$ cat src/core/adcrt_regs.svh
// Register offsets, field positions, reset values and timing counts
`ifndef ADCRT_REGS_SVH
`define ADCRT_REGS_SVH
`define ADCRT_ADDR_W 16
`define ADCRT_OFF_RESULT_LO 16'hFF08
`define ADCRT_OFF_RESULT_HI 16'hFF09
`define ADCRT_OFF_MODE 16'hFF28
`define ADCRT_OFF_CHAN 16'hFF29
`define ADCRT_OFF_CMP_MODE 16'hFF2A
`define ADCRT_OFF_THRESH 16'hFF2B
`define ADCRT_RST_CHAN 8'h00
`define ADCRT_RST_CMP_MODE 8'h00
`define ADCRT_RST_THRESH 8'h00
`define ADCRT_RST_MODE 8'h00
`define ADCRT_CHAN_MASK 8'h07
`define ADCRT_CMP_MODE_MASK 8'hC0
`define ADCRT_MODE_MASK 8'hBD
`define ADCRT_BIT_CMP_EN 7
`define ADCRT_BIT_CMP_POL 6
`define ADCRT_BIT_RUN 7
`define ADCRT_RES_W 10
`define ADCRT_RES_PAD 6
`define ADCRT_SAMPLE_CYC 4
`define ADCRT_BIT_CYC 2
`endif

$ cat src/core/adcrt_pkg.sv
// Types shared by the converter control block
package adcrt_pkg;
	typedef struct packed {
		logic wr;
		logic rd;
		logic bit_op;
		logic [2:0] bit_idx;
		logic [15:0] addr;
		logic [15:0] wdata;
		logic word;
	} adcrt_cpu_req_t;
	typedef struct packed {
		logic done;
		logic [9:0] value;
	} adcrt_conv_t;
	typedef enum logic [1:0] {ST_IDLE, ST_SAMPLE, ST_CONVERT} adcrt_state_t;
endpackage : adcrt_pkg

$ cat src/core/adcrt_sar.sv
// Successive approximation sequencer, bit 9 first
`timescale 1ns/1ps
`include "adcrt_regs.svh"
module adcrt_sar #(
	parameter int RES_W = `ADCRT_RES_W
) (
	// Clock and reset
	input wire logic clk_sys_in,
	input wire logic arst_n_in,
	input wire logic ce_in,
	// Control
	input wire logic run_in,
	input wire logic restart_in,
	input wire logic cmp_hi_in,
	// Result
	output adcrt_pkg::adcrt_conv_t conv_out,
	output logic [RES_W-1:0] trial_out,
	output logic hold_out
);
	// Refuse result widths the bit sequencing cannot serve
	if (RES_W != 10) begin : g_bad_res_w
		$error("adcrt_sar: RES_W must be 10");
	end
	adcrt_pkg::adcrt_state_t state_q;
	logic [RES_W-1:0] sar_q;
	logic [RES_W-1:0] mask_q;
	logic [7:0] cnt_q;
	wire logic step = (cnt_q == 8'h00);
	wire logic [RES_W-1:0] kept = cmp_hi_in ? sar_q : (sar_q & ~mask_q);
	assign trial_out = sar_q;
	assign hold_out = (state_q == adcrt_pkg::ST_CONVERT);
	// Sample, then resolve one bit per step from the MSB down
	always_ff @(posedge clk_sys_in or negedge arst_n_in) begin
		if (!arst_n_in) begin
			state_q <= adcrt_pkg::ST_IDLE;
			sar_q <= '0;
			mask_q <= '0;
			cnt_q <= 8'h00;
			conv_out <= '0;
		end else if (ce_in) begin
			conv_out.done <= 1'b0;
			if (!run_in || restart_in) begin
				state_q <= run_in ? adcrt_pkg::ST_SAMPLE : adcrt_pkg::ST_IDLE;
				cnt_q <= 8'(`ADCRT_SAMPLE_CYC - 1);
			end else begin
				case (state_q)
				adcrt_pkg::ST_IDLE: begin
					state_q <= adcrt_pkg::ST_SAMPLE;
					cnt_q <= 8'(`ADCRT_SAMPLE_CYC - 1);
				end
				adcrt_pkg::ST_SAMPLE: begin
					cnt_q <= cnt_q - 8'h01;
					if (step) begin
						state_q <= adcrt_pkg::ST_CONVERT;
						mask_q <= {1'b1, {(RES_W-1){1'b0}}};
						sar_q <= {1'b1, {(RES_W-1){1'b0}}};
						cnt_q <= 8'(`ADCRT_BIT_CYC - 1);
					end
				end
				adcrt_pkg::ST_CONVERT: begin
					cnt_q <= cnt_q - 8'h01;
					if (step) begin
						cnt_q <= 8'(`ADCRT_BIT_CYC - 1);
						mask_q <= mask_q >> 1;
						sar_q <= kept | (mask_q >> 1);
						if (mask_q[0]) begin
							conv_out.done <= 1'b1;
							conv_out.value <= kept;
							state_q <= adcrt_pkg::ST_SAMPLE;
							cnt_q <= 8'(`ADCRT_SAMPLE_CYC - 1);
						end
					end
				end
				default: state_q <= adcrt_pkg::ST_IDLE;
				endcase
			end
		end
	end
endmodule : adcrt_sar

$ cat src/core/adcrt_cmp.sv
// Threshold compare gating the conversion-done event
`timescale 1ns/1ps
`include "adcrt_regs.svh"
module adcrt_cmp (
	// Inputs
	input wire logic [7:0] upper_in,
	input wire logic [7:0] thresh_in,
	input wire logic enable_in,
	input wire logic polarity_in,
	// Result
	output logic pass_out
);
	// Disabled passes always; polarity picks at-or-above or below
	wire logic at_or_above = (upper_in >= thresh_in);
	assign pass_out = !enable_in || (polarity_in ? !at_or_above : at_or_above);
endmodule : adcrt_cmp

$ cat src/core/adcrt_top.sv
// Converter control registers, threshold compare and result register
// Function
// - Reset clears channel select to input 0
// - Three-bit channel field selects analog input
// - Listed accesses assert a CPU wait cycle
// - Result 16 bits, low six read zero
// - Result loaded from approximation register each end
// - High byte upper eight, low byte two LSBs
// - Reset leaves result register unchanged
// - Mode or channel write may corrupt result
// - Compare enable gates the done interrupt
// - Polarity picks at-or-above or below threshold
// - Threshold compared with upper eight result bits
// - Threshold takes whole-byte writes, resets zero
// - Channel and compare mode take bit writes
// - Compare off: interrupt every conversion
// - Register write restarts running conversion, except a threshold bit write
`timescale 1ns/1ps
`include "adcrt_regs.svh"
module adcrt_top #(
	parameter int RES_W = `ADCRT_RES_W
) (
	// Clock, reset, enable
	input wire logic clk_sys_in,
	input wire logic arst_n_in,
	input wire logic ce_in,
	// CPU access
	input wire adcrt_pkg::adcrt_cpu_req_t cpu_req_in,
	input wire logic sub_clk_only_in,
	output logic [15:0] cpu_rdata_out,
	output logic cpu_wait_out,
	// Analog side
	input wire logic cmp_hi_in,
	output logic [2:0] analog_sel_out,
	output logic [RES_W-1:0] dac_trial_out,
	output logic sample_hold_out,
	// Events
	output logic conversion_done_irq_out
);
	// Refuse result widths the lane layout cannot serve
	if (RES_W != 10) begin : g_bad_res_w
		$error("adcrt_top: RES_W must be 10");
	end
	logic [7:0] converter_mode_reg_q;
	logic [7:0] analog_channel_select_q;
	logic [7:0] threshold_compare_mode_q;
	logic [7:0] threshold_value_q;
	logic [RES_W-1:0] result_q;
	logic cmp_sync1_q;
	logic cmp_sync2_q;
	logic [RES_W-1:0] trial_w;
	logic hold_w;
	logic pass_w;
	adcrt_pkg::adcrt_conv_t conv_w;

	// Comparator pin into the clock domain
	always_ff @(posedge clk_sys_in or negedge arst_n_in) begin
		if (!arst_n_in) begin
			cmp_sync1_q <= 1'b0;
			cmp_sync2_q <= 1'b0;
		end else if (ce_in) begin
			cmp_sync1_q <= cmp_hi_in;
			cmp_sync2_q <= cmp_sync1_q;
		end
	end

	// Address decode
	wire logic [15:0] addr = cpu_req_in.addr;
	wire logic hit_mode = (addr == `ADCRT_OFF_MODE);
	wire logic hit_chan = (addr == `ADCRT_OFF_CHAN);
	wire logic hit_cmode = (addr == `ADCRT_OFF_CMP_MODE);
	wire logic hit_thr = (addr == `ADCRT_OFF_THRESH);
	wire logic hit_res = (addr == `ADCRT_OFF_RESULT_LO) || (addr == `ADCRT_OFF_RESULT_HI);
	wire logic wr = cpu_req_in.wr && ce_in;
	wire logic bit_wr = wr && cpu_req_in.bit_op;
	wire logic byte_wr = wr && !cpu_req_in.bit_op;
	wire logic any_cfg_wr = wr && (hit_mode || hit_chan || hit_cmode) || (byte_wr && hit_thr);
	wire logic waited = (wr && (hit_mode || hit_chan || hit_cmode || hit_thr))
		|| (cpu_req_in.rd && ce_in && hit_res);

	// Bit-or-byte write merge, masked to implemented bits
	function automatic logic [7:0] merge(input logic [7:0] old, input logic [7:0] mask);
		logic [7:0] v;
		v = old;
		if (cpu_req_in.bit_op) v[cpu_req_in.bit_idx] = cpu_req_in.wdata[0];
		else v = cpu_req_in.wdata[7:0];
		return v & mask;
	endfunction : merge

	// Control registers
	always_ff @(posedge clk_sys_in or negedge arst_n_in) begin
		if (!arst_n_in) begin
			converter_mode_reg_q <= `ADCRT_RST_MODE;
			analog_channel_select_q <= `ADCRT_RST_CHAN;
			threshold_compare_mode_q <= `ADCRT_RST_CMP_MODE;
			threshold_value_q <= `ADCRT_RST_THRESH;
		end else if (ce_in) begin
			if (wr && hit_mode)
				converter_mode_reg_q <= merge(converter_mode_reg_q, `ADCRT_MODE_MASK);
			if (wr && hit_chan)
				analog_channel_select_q <= merge(analog_channel_select_q, `ADCRT_CHAN_MASK);
			if (wr && hit_cmode)
				threshold_compare_mode_q <= merge(threshold_compare_mode_q,
					`ADCRT_CMP_MODE_MASK);
			if (byte_wr && hit_thr)
				threshold_value_q <= cpu_req_in.wdata[7:0];
		end
	end

	// Sequencer, restarted by any configuration write except a bit write to the threshold
	adcrt_sar #(.RES_W(RES_W)) u_sar (
		.clk_sys_in(clk_sys_in),
		.arst_n_in(arst_n_in),
		.ce_in(ce_in),
		.run_in(converter_mode_reg_q[`ADCRT_BIT_RUN]),
		.restart_in(any_cfg_wr),
		.cmp_hi_in(cmp_sync2_q),
		.conv_out(conv_w),
		.trial_out(trial_w),
		.hold_out(hold_w)
	);

	adcrt_cmp u_cmp (
		.upper_in(conv_w.value[RES_W-1 -: 8]),
		.thresh_in(threshold_value_q),
		.enable_in(threshold_compare_mode_q[`ADCRT_BIT_CMP_EN]),
		.polarity_in(threshold_compare_mode_q[`ADCRT_BIT_CMP_POL]),
		.pass_out(pass_w)
	);

	// Result register, no reset so it holds garbage until first load
	always_ff @(posedge clk_sys_in) begin
		if (ce_in && conv_w.done)
			result_q <= conv_w.value;
	end

	// Read mux and result lane layout
	wire logic [15:0] result_word = {result_q, {`ADCRT_RES_PAD{1'b0}}};
	wire logic [15:0] rd_mux =
		(addr == `ADCRT_OFF_RESULT_LO && cpu_req_in.word) ? result_word :
		(addr == `ADCRT_OFF_RESULT_LO) ? {8'h00, result_word[7:0]} :
		(addr == `ADCRT_OFF_RESULT_HI) ? {8'h00, result_word[15:8]} :
		hit_mode ? {8'h00, converter_mode_reg_q} :
		hit_chan ? {8'h00, analog_channel_select_q} :
		hit_cmode ? {8'h00, threshold_compare_mode_q} :
		hit_thr ? {8'h00, threshold_value_q} : 16'h0000;

	// Registered outputs
	always_ff @(posedge clk_sys_in or negedge arst_n_in) begin
		if (!arst_n_in) begin
			cpu_rdata_out <= 16'h0000;
			cpu_wait_out <= 1'b0;
			analog_sel_out <= 3'h0;
			dac_trial_out <= '0;
			sample_hold_out <= 1'b0;
			conversion_done_irq_out <= 1'b0;
		end else if (ce_in) begin
			cpu_rdata_out <= cpu_req_in.rd ? rd_mux : 16'h0000;
			cpu_wait_out <= waited;
			analog_sel_out <= analog_channel_select_q[2:0];
			dac_trial_out <= trial_w;
			sample_hold_out <= hold_w;
			conversion_done_irq_out <= conv_w.done && pass_w;
		end
	end

	// Checks
	chan_reset_a: assert property (@(posedge clk_sys_in) $rose(arst_n_in)
		|-> analog_channel_select_q == 8'h00) else $error("channel not cleared");
	chan_route_a: assert property (@(posedge clk_sys_in) disable iff (!arst_n_in)
		ce_in |=> analog_sel_out == $past(analog_channel_select_q[2:0]))
		else $error("channel select not routed");
	wait_gen_a: assert property (@(posedge clk_sys_in) disable iff (!arst_n_in)
		(ce_in && cpu_req_in.wr && hit_thr) |=> cpu_wait_out)
		else $error("no wait cycle on threshold write");
	result_load_a: assert property (@(posedge clk_sys_in) disable iff (!arst_n_in)
		(ce_in && conv_w.done) |=> result_q == $past(conv_w.value))
		else $error("result not loaded");
	irq_plain_a: assert property (@(posedge clk_sys_in) disable iff (!arst_n_in)
		(ce_in && conv_w.done && !threshold_compare_mode_q[7]) |=> conversion_done_irq_out)
		else $error("missing done interrupt");
	irq_above_a: assert property (@(posedge clk_sys_in) disable iff (!arst_n_in)
		(ce_in && conv_w.done && threshold_compare_mode_q[7:6] == 2'b10
		&& conv_w.value[9:2] < threshold_value_q) |=> !conversion_done_irq_out)
		else $error("interrupt below threshold");
	irq_below_a: assert property (@(posedge clk_sys_in) disable iff (!arst_n_in)
		(ce_in && conv_w.done && threshold_compare_mode_q[7:6] == 2'b11
		&& conv_w.value[9:2] < threshold_value_q) |=> conversion_done_irq_out)
		else $error("missing below interrupt");
	thr_bitwr_a: assert property (@(posedge clk_sys_in) disable iff (!arst_n_in)
		(bit_wr && hit_thr) |=> $stable(threshold_value_q))
		else $error("threshold took bit write");
	restart_a: assert property (@(posedge clk_sys_in) disable iff (!arst_n_in)
		(any_cfg_wr && converter_mode_reg_q[7]) |=> !hold_w)
		else $error("conversion not restarted");
endmodule : adcrt_top

$ cat config.mk
export PLATFORM = sky130hd
export DESIGN_NAME = adcrt_top
export DESIGN_NICKNAME = d
export VERILOG_FILES = /design/src/core/adcrt_pkg.sv /design/src/core/adcrt_sar.sv /design/src/core/adcrt_cmp.sv /design/src/core/adcrt_top.sv
export VERILOG_INCLUDE_DIRS = /design/src /design/src/core
export SDC_FILE = /design/constraint.sdc
export NUM_CORES = 1
export LEC_CHECK = 0
export BUFFER_PORTS_ARGS = -buffer_cell sky130_fd_sc_hd__buf_4
export CAP_MARGIN = 20
export CORE_MARGIN = 4
export CORE_UTILIZATION = 55
export CTS_BUF_LIST = sky130_fd_sc_hd__clkbuf_4 sky130_fd_sc_hd__clkbuf_8 sky130_fd_sc_hd__clkbuf_16
export DETAILED_ROUTE_END_ITERATION = 12
export PLACE_DENSITY = 0.77
export SYNTH_ARGS = -nofsm -noshare
export SYNTH_HDL_FRONTEND = slang
export SYNTH_SLANG_ARGS = --single-unit
export TNS_END_PERCENT = 100
$ cat constraint.sdc
create_clock -name clk_sys_in -period 4.1 [get_ports clk_sys_in]
set_input_delay 0.615 -clock clk_sys_in [delete_from_list [all_inputs] [get_ports clk_sys_in]]
set_output_delay 0.615 -clock clk_sys_in [all_outputs]
set_load 0.005 [all_outputs]
==> results of run 1 <==
[power by group]
part	leakage (nW)	internal [W]	switching, W
combinational	1.20	0.0000396	0.0000659
sequential	1.36	0.00104	0.00000500
clock	0.0984	0.000243	0.000379
[per-layer routing]
metal,wire length (um),vias to the layer above,share of wire [%]
li1,-,1926,-
met1,5040,1974,43
met2,5820,132,50
met3,658,12,5.6
met4,136,0,1.2
met5,0,-,0
[worst max-delay path, stage by stage]
cell and delay, ns:
buf_4 0.12, or4b_1 0.66, or4_4 0.53, nor4_4 0.59
mux2_2 0.41
[per-stage QoR]
stage | utilization [%] | cells
final | 65.8 | 673
after global routing | 65.8 | 673
after floorplan | - | 503
after global placement | 63.6 | 657
after CTS | 65.8 | 673
after detailed placement | 63.6 | 657
[state kept, by name (all words and copies together), names as in the netlist, 8 cells and up]
name	flops
u_sar.trial_out	10
u_sar.cnt_q	8
threshold_value_q	8
result_q	10
u_sar.mask_q	10
u_sar.conv_out	11
dac_trial_out	10
cpu_rdata_out	16
[area by class of cell]
cell class                 instances  share of cell area (%)
clock buffer                      10                    2.26
timing repair buffer              69                    8.90
tap                              108                    2.32
clock inverter                     6                    1.03
sequential                       104                    45.6
inverter                          40                    2.58
multi-input combinational        336                    37.3
[cell families (layout without fill, tap and decap cells)]
group	count (synthesis)	count (layout)	synth area share (%)
simple gates	140	140	14.5
xor+xnor	1	1	0.173
buf+inv	63	125	4.81
mux	28	28	6.15
flops	104	104	52.3
fa+ha+maj	13	13	3.21
compound gates	154	154	18.9
[cell usage in the layout (no fill, tap or decap), types with 4 or more instances in the layout]
cell type / n
dfrtp_1: 94
o21ai_0: 74
buf_4: 69
nand2_1: 56
inv_1: 39
mux2_2: 24
a21oi_1: 21
a22o_1: 17
nor2_1: 14
ha_1: 13
nand3_1: 12
edfxtp_1: 10
and3_1: 9
clkbuf_8: 9
a22oi_1: 8
nand2b_1: 7
nor4_1: 6
nor3_1: 6
nand4_1: 5
o22ai_1: 5
a31oi_1: 4
or3_1: 4
o2111ai_1: 4
inv_6: 4
[worst min path at each step]
stage	slack, ns	start	cells after the start	endpoint
2_1_floorplan	0.32	arst_n_in	0	analog_channel_select_q[0]
3_3_place_gp	0.43	u_sar.conv_out[1]	0	result_q[1]
3_5_place_dp	0.44	u_sar.conv_out[1]	0	result_q[1]
4_1_cts	0.39	arst_n_in	1	cpu_rdata_out[11]
5_1_grt	0.41	arst_n_in	1	cpu_rdata_out[11]
6_report	0.34	arst_n_in	1	cpu_rdata_out[11]
==> summary.txt, run 1 <==
Cells and area
  – Fin area: just under 6000 um^2
  – Multi-input logic area: 2170 um^2
  – Reg area: 2650 um^2
  – Antenna diodes: 0
  – Nets: 617
  – Fraction of layout cells with a size suffix above 1: between 20 and 25%
  – Filler cells: 721
  – Area Overhead vs Synth: 14.8%

STA
  – Max Freq: roughly 0.38 GHz
  – Final min period: roughly 2.7 ns
  – Period utilisation layout: between 60% and 70%
  – WHS: 0.338 ns
  – Final Hold Fails: 0
  – RSZ-0062 raised after global routing: false
  – Final Skew: between 0.01 and 0.015 ns
  – # setup viols final: 0
  – Max Slew Vio Count: 0
  – Sum of negative setup slack: 0 ns
  – Relative slew slack: roughly two fifths
  – Final worst setup slack: around 1.4 ns
  – Least-Margin Pin Slew: between 0.8 and 0.9 ns

Route
  – Wirelength per Cell: between 15 and 20 um
  – ANT nets after route: 0
  – Average vias per placed instance: ~6
  – Total Wirelength: roughly 12000 um
  – Starting DRT DRC Count: about 210
  – # DRC: 0
  – Routed via count: roughly 4000
  – DR pass1 iterations: 5

Floorplan
  – Initial Util: between 50 and 60%
  – Die Y: around 100 um
  – Die area: approximately 11000 um^2
  – Core area: slightly below 9000 um^2
  – # rows: 34
  – I/O Pins: 76
  – Die Width: 104 um

Hold path
  – Hold Path Class: in2async

Pwr
  – PwrDens: 305 nW/um^2
  – Power consumption: between 0.0015 and 0.002 W
  – Peak VDD IR: ~0.15 mV
  – Cell leakage power: approximately 2.7 nW

Place
  – # port buffers: 66
  – Hpwl dp: 8560 um
  – RD Place Congestion: 0.870
  – Post-place setup slack: 1.08 ns
  – Placed Area: 5630 um^2

Synth
  – Seq cells post-synth: 104
  – Mapped Cells: between 500 and 600
  – Net Count, Synth: 560
  – Library cells used by synthesis: 54
  – Largest area contributor in the netlist: dfrtp_1
  – Post-synthesis sequential area ratio: 52.3%
  – Post-synth ARST share: 90.4%
  – Top cells by area, synth: dfrtp_1 (46%), o21ai_0 (7.3%), edfxtp_1 (5.9%)
  – Yosys Warn Count: 0
  – Mean Syn Cell Area: 10.1 um^2
  – Most common cell in the synthesized netlist: dfrtp_1
  – Synth top cells by count: dfrtp_1 (94), o21ai_0 (74), nand2_1 (56)
  – Top-area cell type share of the netlist area: ~46%
  – Cell Area, Synth: ~5100 um^2
  – Synth Flop Type: dfrtp_1
  – EDFF count, synth: 10

Global route
  – Met2 Use GR: between 30% and 40%
  – Gr usage total: between 20% and 30%
  – Met3 Use GR: around 4.6%
  – Largest net degree at the start of global routing: 70
  – Global-route wire length before repair: approximately 20000 um
  – Vias in the first global route: 3961
  – Initial antenna violation count: 0
  – Met1 Track Usage GR: around 29%
  – Grt ovf: 0
  – Top Usage Layer GRT: met2

CTS
  – Root Buffer: clkbuf_8
  – CTS tree: yes
  – TritonCTS Buffers: 9
  – Post-CTS resize count: 0
  – Post-CTS Setup Inserts: 0
  – Clock Sinks: 104
  – H-tree depth: 3
  – Clock-pin slew reported for the worst setup and hold paths after clock tree synthesis: between 0.1 and 0.15 ns
  – Clk buf depth: 2
  – Hold Buf Count CTS: 0
  – Worst skew pair latency: ~0.37 ns

Setup path
  – Critical path arrival: a little under 3 ns
  – Worst Setup EP: threshold_value_q[0]
  – Worst r2r dst: u_sar.cnt_q[3]
  – Setup crit end kind: register
  – Kind of critical path: in2reg
  – Largest fanout on the critical path: 15
  – R2R setup slack: 1.45 ns
  – Reg2Reg Depth: 7
  – Data required, critical path: 4.35 ns
  – R2R Path Start: u_sar.state_q[0]
  – Crit. Startpoint: cpu_req_in[21]
  – CP startpoint kind: input port

Run status
  – Outcome: finished clean

Run
  – Max_cap viols: 0
No activity file was read; power rests on OpenSTA's default activity.
==> run 2, diff against run 1 <==
Settings changed: CORE_UTILIZATION 55 to 51, PLACE_DENSITY 0.77 to 0.75.
Clock period 4.1 ns to 2.4 ns, I/O delays scaled along.
==> run 2 against run 1 <==
Register-to-register slack worse by 1.2 ns. Total power is 75% higher. First-iteration DRC count is 6.2% higher. Via count is 4.8% higher. Die area is 7.2% higher. Cell count is 8.9% higher. Critical path type unchanged. Non-clock buffer count is 35 higher. Global-route usage is 0.096 points higher. Largest power group unchanged. Utilization is 2.4 points lower. Routed wire length is 5.2% higher. Sequential share of layout area is 2.6 points lower.
==> summary.txt, run 2 (same netlist as run 1, synthesis figures left out) <==
Route
  – Starting DRT DRC Count: 224
  – Total Wirelength: 12300 um
  – Top Layer Used: met4
  – ANT nets after route: 0
  – Metal-1 WL: 5340 um
  – Routed via count: 4239
  – Met2 WL: 6020 um
  – Average vias per placed instance: 5.78
  – DR pass1 iterations: 5
  – # DRC: 0
  – Wirelength per Cell: roughly 17 um
  – DR WL met3: approximately 580 um

Pwr
  – PwrDens: between 500 and 600 nW/um^2
  – Sw frac: between 20% and 30%
  – Net Switching: 0.000788 W
  – Clk pwr share: between 30% and 40%
  – Sequential Power Share: a little under three fifths
  – Cell leakage power: approximately 2.8 nW
  – Peak VDD IR: 0.337 mV
  – Comb pwr share: approximately 6.5%
  – Int Pwr: about 0.0023 W

CTS
  – CTS tree: yes
  – Post-CTS Setup Inserts: 0
  – Worst skew pair latency: 0.38 ns
  – Root Buffer: clkbuf_8
  – Clock Sinks: around 100
  – H-tree depth: 3
  – Clk buf depth: 2
  – TritonCTS Buffers: 9
  – Clock-pin slew reported for the worst setup and hold paths after clock tree synthesis: around 0.11 ns

STA
  – Max Freq: 0.454 GHz
  – Final min period: between 2 and 2.5 ns
  – # setup viols final: 0
  – Least-Margin Pin Slew: roughly 0.7 ns
  – Final worst setup slack: 0.199 ns
  – Final Hold Fails: 0
  – Max Slew Vio Count: 0
  – Relative slew slack: 53.0%
  – Period utilisation layout: 91.7%
  – WHS: between 0.2 and 0.25 ns
  – Final Skew: ~0.017 ns
  – RSZ-0062 raised after global routing: false

Floorplan
  – Die Width: around 110 um
  – I/O Pins: 76
  – # rows: 36
  – Die area: 11600 um^2
  – Die Y: around 110 um
  – Initial Util: a little over half
  – Core area: between 9000 and 10000 um^2

Setup path
  – Setup crit end kind: register
  – Kind of cell adding the most delay to the critical path: simple AND/OR/NAND/NOR gates
  – CP most frequent cell: or4_4
  – CP max-delay cell: or4b_1
  – Largest fanout on the critical path: 2
  – Max stage delay on crit path: between 0.5 and 0.6 ns
  – Critical path arrival: between 2 and 2.5 ns
  – Reg2Reg Depth: 8
  – CP Cell Sequence: buf_4 > or4b_1 > or4_4 > or4_4 > a21oi_2 > mux2_1
  – R2R setup slack: around 0.24 ns
  – CP startpoint kind: input port
  – Worst path bufs/invs: 1
  – Worst r2r dst: u_sar.cnt_q[2]
  – Data required, critical path: between 2 and 3 ns
  – Kind of critical path: in2reg
  – R2R Path Start: u_sar.cnt_q[0]

Global route
  – Vias in the first global route: 4123
  – Largest net degree at the start of global routing: between 40 and 50
  – Gr usage total: roughly 22%
  – Initial antenna violation count: 0
  – Grt ovf: 0
  – Global-route wire length before repair: 20100 um

Place
  – Hpwl dp: approximately 9100 um
  – # port buffers: 66
  – Post-place setup slack: -0.156 ns
  – RD Place Congestion: 0.932

Cells and area
  – Antenna diodes: 0
  – Multi-input logic area: between 2000 and 2500 um^2
  – Area Overhead vs Synth: 21.6%
  – Reg with most FFs: cpu_rdata_out
  – Nets: around 650
  – Largest register FFs: 16
  – Biggest regs: cpu_rdata_out: 16 flops, u_sar.conv_out: 11 flops
  – Commonest non-fill, non-tap cell in the layout: buf_4
  – Fraction of layout cells with a size suffix above 1: 26.2%
  – Reg area: 2650 um^2
  – Filler cells: just over 800
  – Commonest non-fill, non-tap cells in the layout: buf_4 (101), dfrtp_1 (94), o21ai_0 (74)

Run
  – Max_cap viols: 0

Run status
  – Outcome: finished clean

Hold path
  – Worst hold path startpoint: cpu_req_in[6]
  – Hold Path Class: in2reg
  – WHS Endpoint: threshold_value_q[5]
  – Worst hold stages: 3
run 2: cell count changes in the layout (fill, tap and decap cells not counted), sizes merged:
cell         change
buf             +34
dlygate4sd3      +1
run 2: cell type report:
class	instances	share of cell area (%)
multi-input combinational	336	35.4
sequential	104	43.0
tap	133	2.70
inverter	40	2.44
timing repair buffer	104	13.1
clock inverter	6	0.873
clock buffer	10	2.42
run 2: power groups by stage:
stage	Clock [W]	Sequential (W)	Combinational (W)
finish	0.00112	0.00179	0.000201
global route	0.00122	0.00179	0.000221
CTS	0.00114	0.00179	0.000202
detailed placement	0	0.00182	0.000200
global placement	0	0.00182	0.000196
floorplan	0	0.00181	0.0000780
run 2: worst max path at each step:
stage / start / to / slack, ns / depth (start not counted)
after floorplan: cpu_req_in[21] / threshold_compare_mode_q[7] / -0.09 / 6
after global placement: cpu_req_in[21] / threshold_compare_mode_q[7] / -0.14 / 6
after detailed placement: cpu_req_in[21] / threshold_compare_mode_q[7] / -0.16 / 6
after CTS: u_sar.cnt_q[0] / u_sar.trial_out[9] / 0.07 / 9
after global routing: u_sar.state_q[0] / u_sar.cnt_q[2] / 0.11 / 7
final: cpu_req_in[21] / threshold_compare_mode_q[7] / 0.20 / 6
run 2: routing by layer:
layer	vias to the layer above	GRT usage, %
met2	132	35.8
met4	0	7.75
met5	-	0
met1	2088	29.2
li1	1996	-
met3	23	3.96
run 2: tightest hold or removal path, delay by kind of cell:
family                 cells  cell delay, ns
buffers and inverters      1            0.09
and+or+nand+nor            1            0.04
AOI/OAI and AO/OA          1            0.06
run 2: what timing repair did:
action | in CTS | in global routing
hold buffers | 1 | 0
endpoints found under the hold margin | 39 | 0
endpoints found under the setup margin | 0 | 3
gates resized for setup | 0 | 4
run 2: stage by stage:
| step | utilization [%] | total power [W] | instance area, um^2 | TNS (ns) | instances |
|---|---|---|---|---|---|
| 5_1_grt | 63.4 | 0.00323 | 6160 | 0 | 733 |
| 4_1_cts | 63.2 | 0.00313 | 6150 | 0 | 733 |
| 3_3_place_gp | 61.0 | 0.00202 | 5940 | -3.19 | 716 |
| 3_5_place_dp | 61.0 | 0.00202 | 5940 | -4.26 | 716 |
| 2_1_floorplan | - | 0.00189 | 5070 | -0.0950 | 503 |
| 6_report | 63.4 | 0.00311 | 6160 | 0 | 733 |
==> run 3, diff against run 2 <==
Settings changed: CORE_MARGIN 4 to 2, CORE_UTILIZATION 51 to 52, PLACE_DENSITY 0.75 to 0.88, SYNTH_HIERARCHICAL set to 1.
==> run 3 against run 2 <==
The run now ends with hold timing left. Critical path depth rose by 2. Largest cell class unchanged. Area after synthesis grew 4.9%. Utilization increased by 1.4 points. Sequential share of layout area shrank 1.5 points. Clock power decreased by 4%. Fmax shrank 7.5%. Clock-buffer cell count stayed put. Worst hold slack got worse by 0.21 ns. Cell count shrank 2.3%. Setup slack worse by 0.18 ns. Global-route usage rose by 1.7 points. Flip-flop and latch count is the same.
==> summary.txt, run 3 <==
Cells and area
  – Antenna diodes: 0
  – Fraction of layout cells with a size suffix above 1: around 28%
  – Area Overhead vs Synth: 20.1%
  – Biggest regs: cpu_rdata_out: 16 flops, u_sar/conv_out: 11 flops
  – Fin area: 6380 um^2
  – Commonest non-fill, non-tap cell in the layout: buf_4
  – Filler cells: approximately 750
  – Final Core Density: around two thirds
  – Reg with most FFs: cpu_rdata_out
  – Commonest non-fill, non-tap cells in the layout: buf_4 (95), dfrtp_1 (94), inv_1 (39)
  – Nets: about 640
  – Post-route insts no fill: 716
  – Largest register FFs: 16

STA
  – Least-Margin Pin Slew: 0.852 ns
  – Relative slew slack: a little over two fifths
  – Final min period: about 2.4 ns
  – Final Skew: 0.0194 ns
  – # setup viols final: 0
  – Final worst setup slack: 0.0196 ns
  – WHS: -0.00400 ns
  – Max Slew Vio Count: 0
  – Final Hold Fails: 3
  – Period utilisation layout: 99.2%
  – Max Freq: 0.420 GHz
  – RSZ-0062 raised after global routing: true

CTS
  – Clk buf depth: 2
  – TritonCTS Buffers: 9
  – CTS tree: yes
  – Clock-pin slew reported for the worst setup and hold paths after clock tree synthesis: 0.11 ns
  – Clock Sinks: approximately 100
  – Root Buffer: clkbuf_8
  – Hold Buf Count CTS: 0
  – Worst skew pair latency: about 0.38 ns
  – H-tree depth: 3

Run status
  – Failing checks: hold timing
  – Outcome: finished, violations left

Pwr
  – Peak VDD IR: 0.628 mV
  – PwrDens: 743 nW/um^2
  – Cell leakage power: between 2 and 3 nW

Route
  – Average vias per placed instance: about 6
  – ANT nets after route: 0
  – # DRC: 0
  – DR pass1 iterations: 7
  – Starting DRT DRC Count: about 300
  – Wirelength per Cell: ~18 um
  – Total Wirelength: 12700 um
  – Routed via count: about 4300

Floorplan
  – Die Width: 105 um
  – # rows: 36
  – Die Y: between 100 and 150 um
  – Die area: 11000 um^2
  – Initial Util: roughly 54%
  – I/O Pins: 76
  – Core area: around 9900 um^2

Setup path
  – Data required, critical path: ~2.7 ns
  – R2R Path Start: u_sar/cnt_q[5]
  – Worst r2r dst: u_sar/conv_out[5]
  – Setup crit end kind: register
  – R2R setup slack: ~0.16 ns
  – Largest fanout on the critical path: 4
  – Critical path arrival: around 2.7 ns
  – CP startpoint kind: input port
  – Kind of critical path: in2reg
  – Reg2Reg Depth: 4

Global route
  – Grt ovf: 0
  – Largest net degree at the start of global routing: 95
  – Initial antenna violation count: 0
  – Global-route wire length before repair: roughly 21000 um
  – Gr usage total: between 20% and 30%
  – Vias in the first global route: ~4300

Synth
  – Largest area contributor in the netlist: dfrtp_1
  – Synth Flop Type: dfrtp_1
  – Net Count, Synth: 550
  – Top-area cell type share of the netlist area: approximately 44%
  – Top cells by area, synth: dfrtp_1 (44%), edfxtp_1 (5.6%), mux2_2 (4.0%)
  – Post-synthesis sequential area ratio: about 50%
  – Cell Area, Synth: around 5300 um^2
  – Seq cells post-synth: between 100 and 150
  – Yosys Warn Count: 6
  – Mean Syn Cell Area: between 10 and 15 um^2
  – Library cells used by synthesis: 69
  – Mapped Cells: 492
  – Most common cell in the synthesized netlist: dfrtp_1
  – Synth top cells by count: dfrtp_1 (94), inv_1 (39), nand2_1 (33)
  – Post-synth ARST share: 90.4%
  – EDFF count, synth: 10

Run
  – Max_cap viols: 0

Place
  – # port buffers: 66
  – Post-Place Cells: ~700
  – Post-place setup slack: -0.469 ns
  – RD Place Congestion: between 0.8 and 0.9
  – Hpwl dp: roughly 9100 um
  – Placed Area: 6160 um^2

Hold path
  – Hold Path Class: in2async
==> run 3: logic make-up (layout without fill, tap and decap cells) <==
kind of cell,count (synthesis),in the layout,share of synthesized area (%)
compound gates,102,102,14.7
fa+ha+maj,14,14,3.29
flops,104,104,49.9
mux,44,44,9.48
buf+inv,65,155,5.15
simple gates,159,160,16.8
xor+xnor,4,4,0.659
==> run 3: what timing repair did <==
| item | 4_1_cts | 5_1_grt |
|---|---|---|
| buffers inserted | 1 | 0 |
| resized for setup | 0 | 4 |
| setup endpoints to repair | 1 | 12 |
| cloned | 0 | 1 |
| pin swaps | 1 | 1 |
==> run 3: where the power goes <==
group          leakage, nW  internal (W)  switching [W]
registers             1.25       0.00200       0.000211
logic                 1.64      0.000634       0.000822
clock network       0.0996      0.000417       0.000662
total                 2.99       0.00305        0.00169
==> run 3: final cells by class <==
cell class / instances / area, um^2 / area share (%)
Sequential cell: 104 / 2650 / 41.6
Multi-Input combinational cell: 324 / 2440 / 38.2
Timing Repair Buffer: 99 / 785 / 12.3
Tap cell: 133 / 166 / 2.61
Inverter: 40 / 150 / 2.35
Clock buffer: 10 / 131 / 2.06
Clock inverter: 6 / 62.6 / 0.980
==> run 3: worst max path at each step <==
stage,slack (ns),startpoint,end,cells past startpoint
finish,0.02,cpu_req_in[21],u_sar/cnt_q[7],8
global route,-0.005,cpu_req_in[21],u_sar/cnt_q[7],8
CTS,0.02,u_sar/cnt_q[0],u_sar/conv_out[5],6
detailed placement,-0.47,cpu_req_in[21],u_sar/cnt_q[7],8
global placement,-0.38,cpu_req_in[21],u_sar/cnt_q[7],8
floorplan,-0.22,cpu_req_in[21],u_sar/cnt_q[7],7
==> run 3: routing by layer <==
layer  vias to the layer above  track usage, %  wire length [um]
met3                        37            4.87               870
li1                       1957               -                 -
met1                      2105            30.1              5170
met5                         -               0                 0
met2                       198            39.0              6170
met4                         0            10.3               439
==> run 3: critical path: stages <==
cell	delay [ns]
buf_6	0.09
or4b_4	0.53
or4_4	0.52
a211oi_4	0.27
or4b_4	0.22
o211ai_1	0.14
or4_1	0.42
a21oi_1	0.13
==> run 3: through the flow <==
step,hold slack (ns),TNS [ns],power [W]
after global routing,0.0389,-0.00463,0.00501
after floorplan,0.0644,-2.09,0.00319
final,-0.00400,0,0.00475
after detailed placement,0.436,-11.80,0.00365
after global placement,0.433,-9.91,0.00355
after CTS,0.0303,0,0.00473
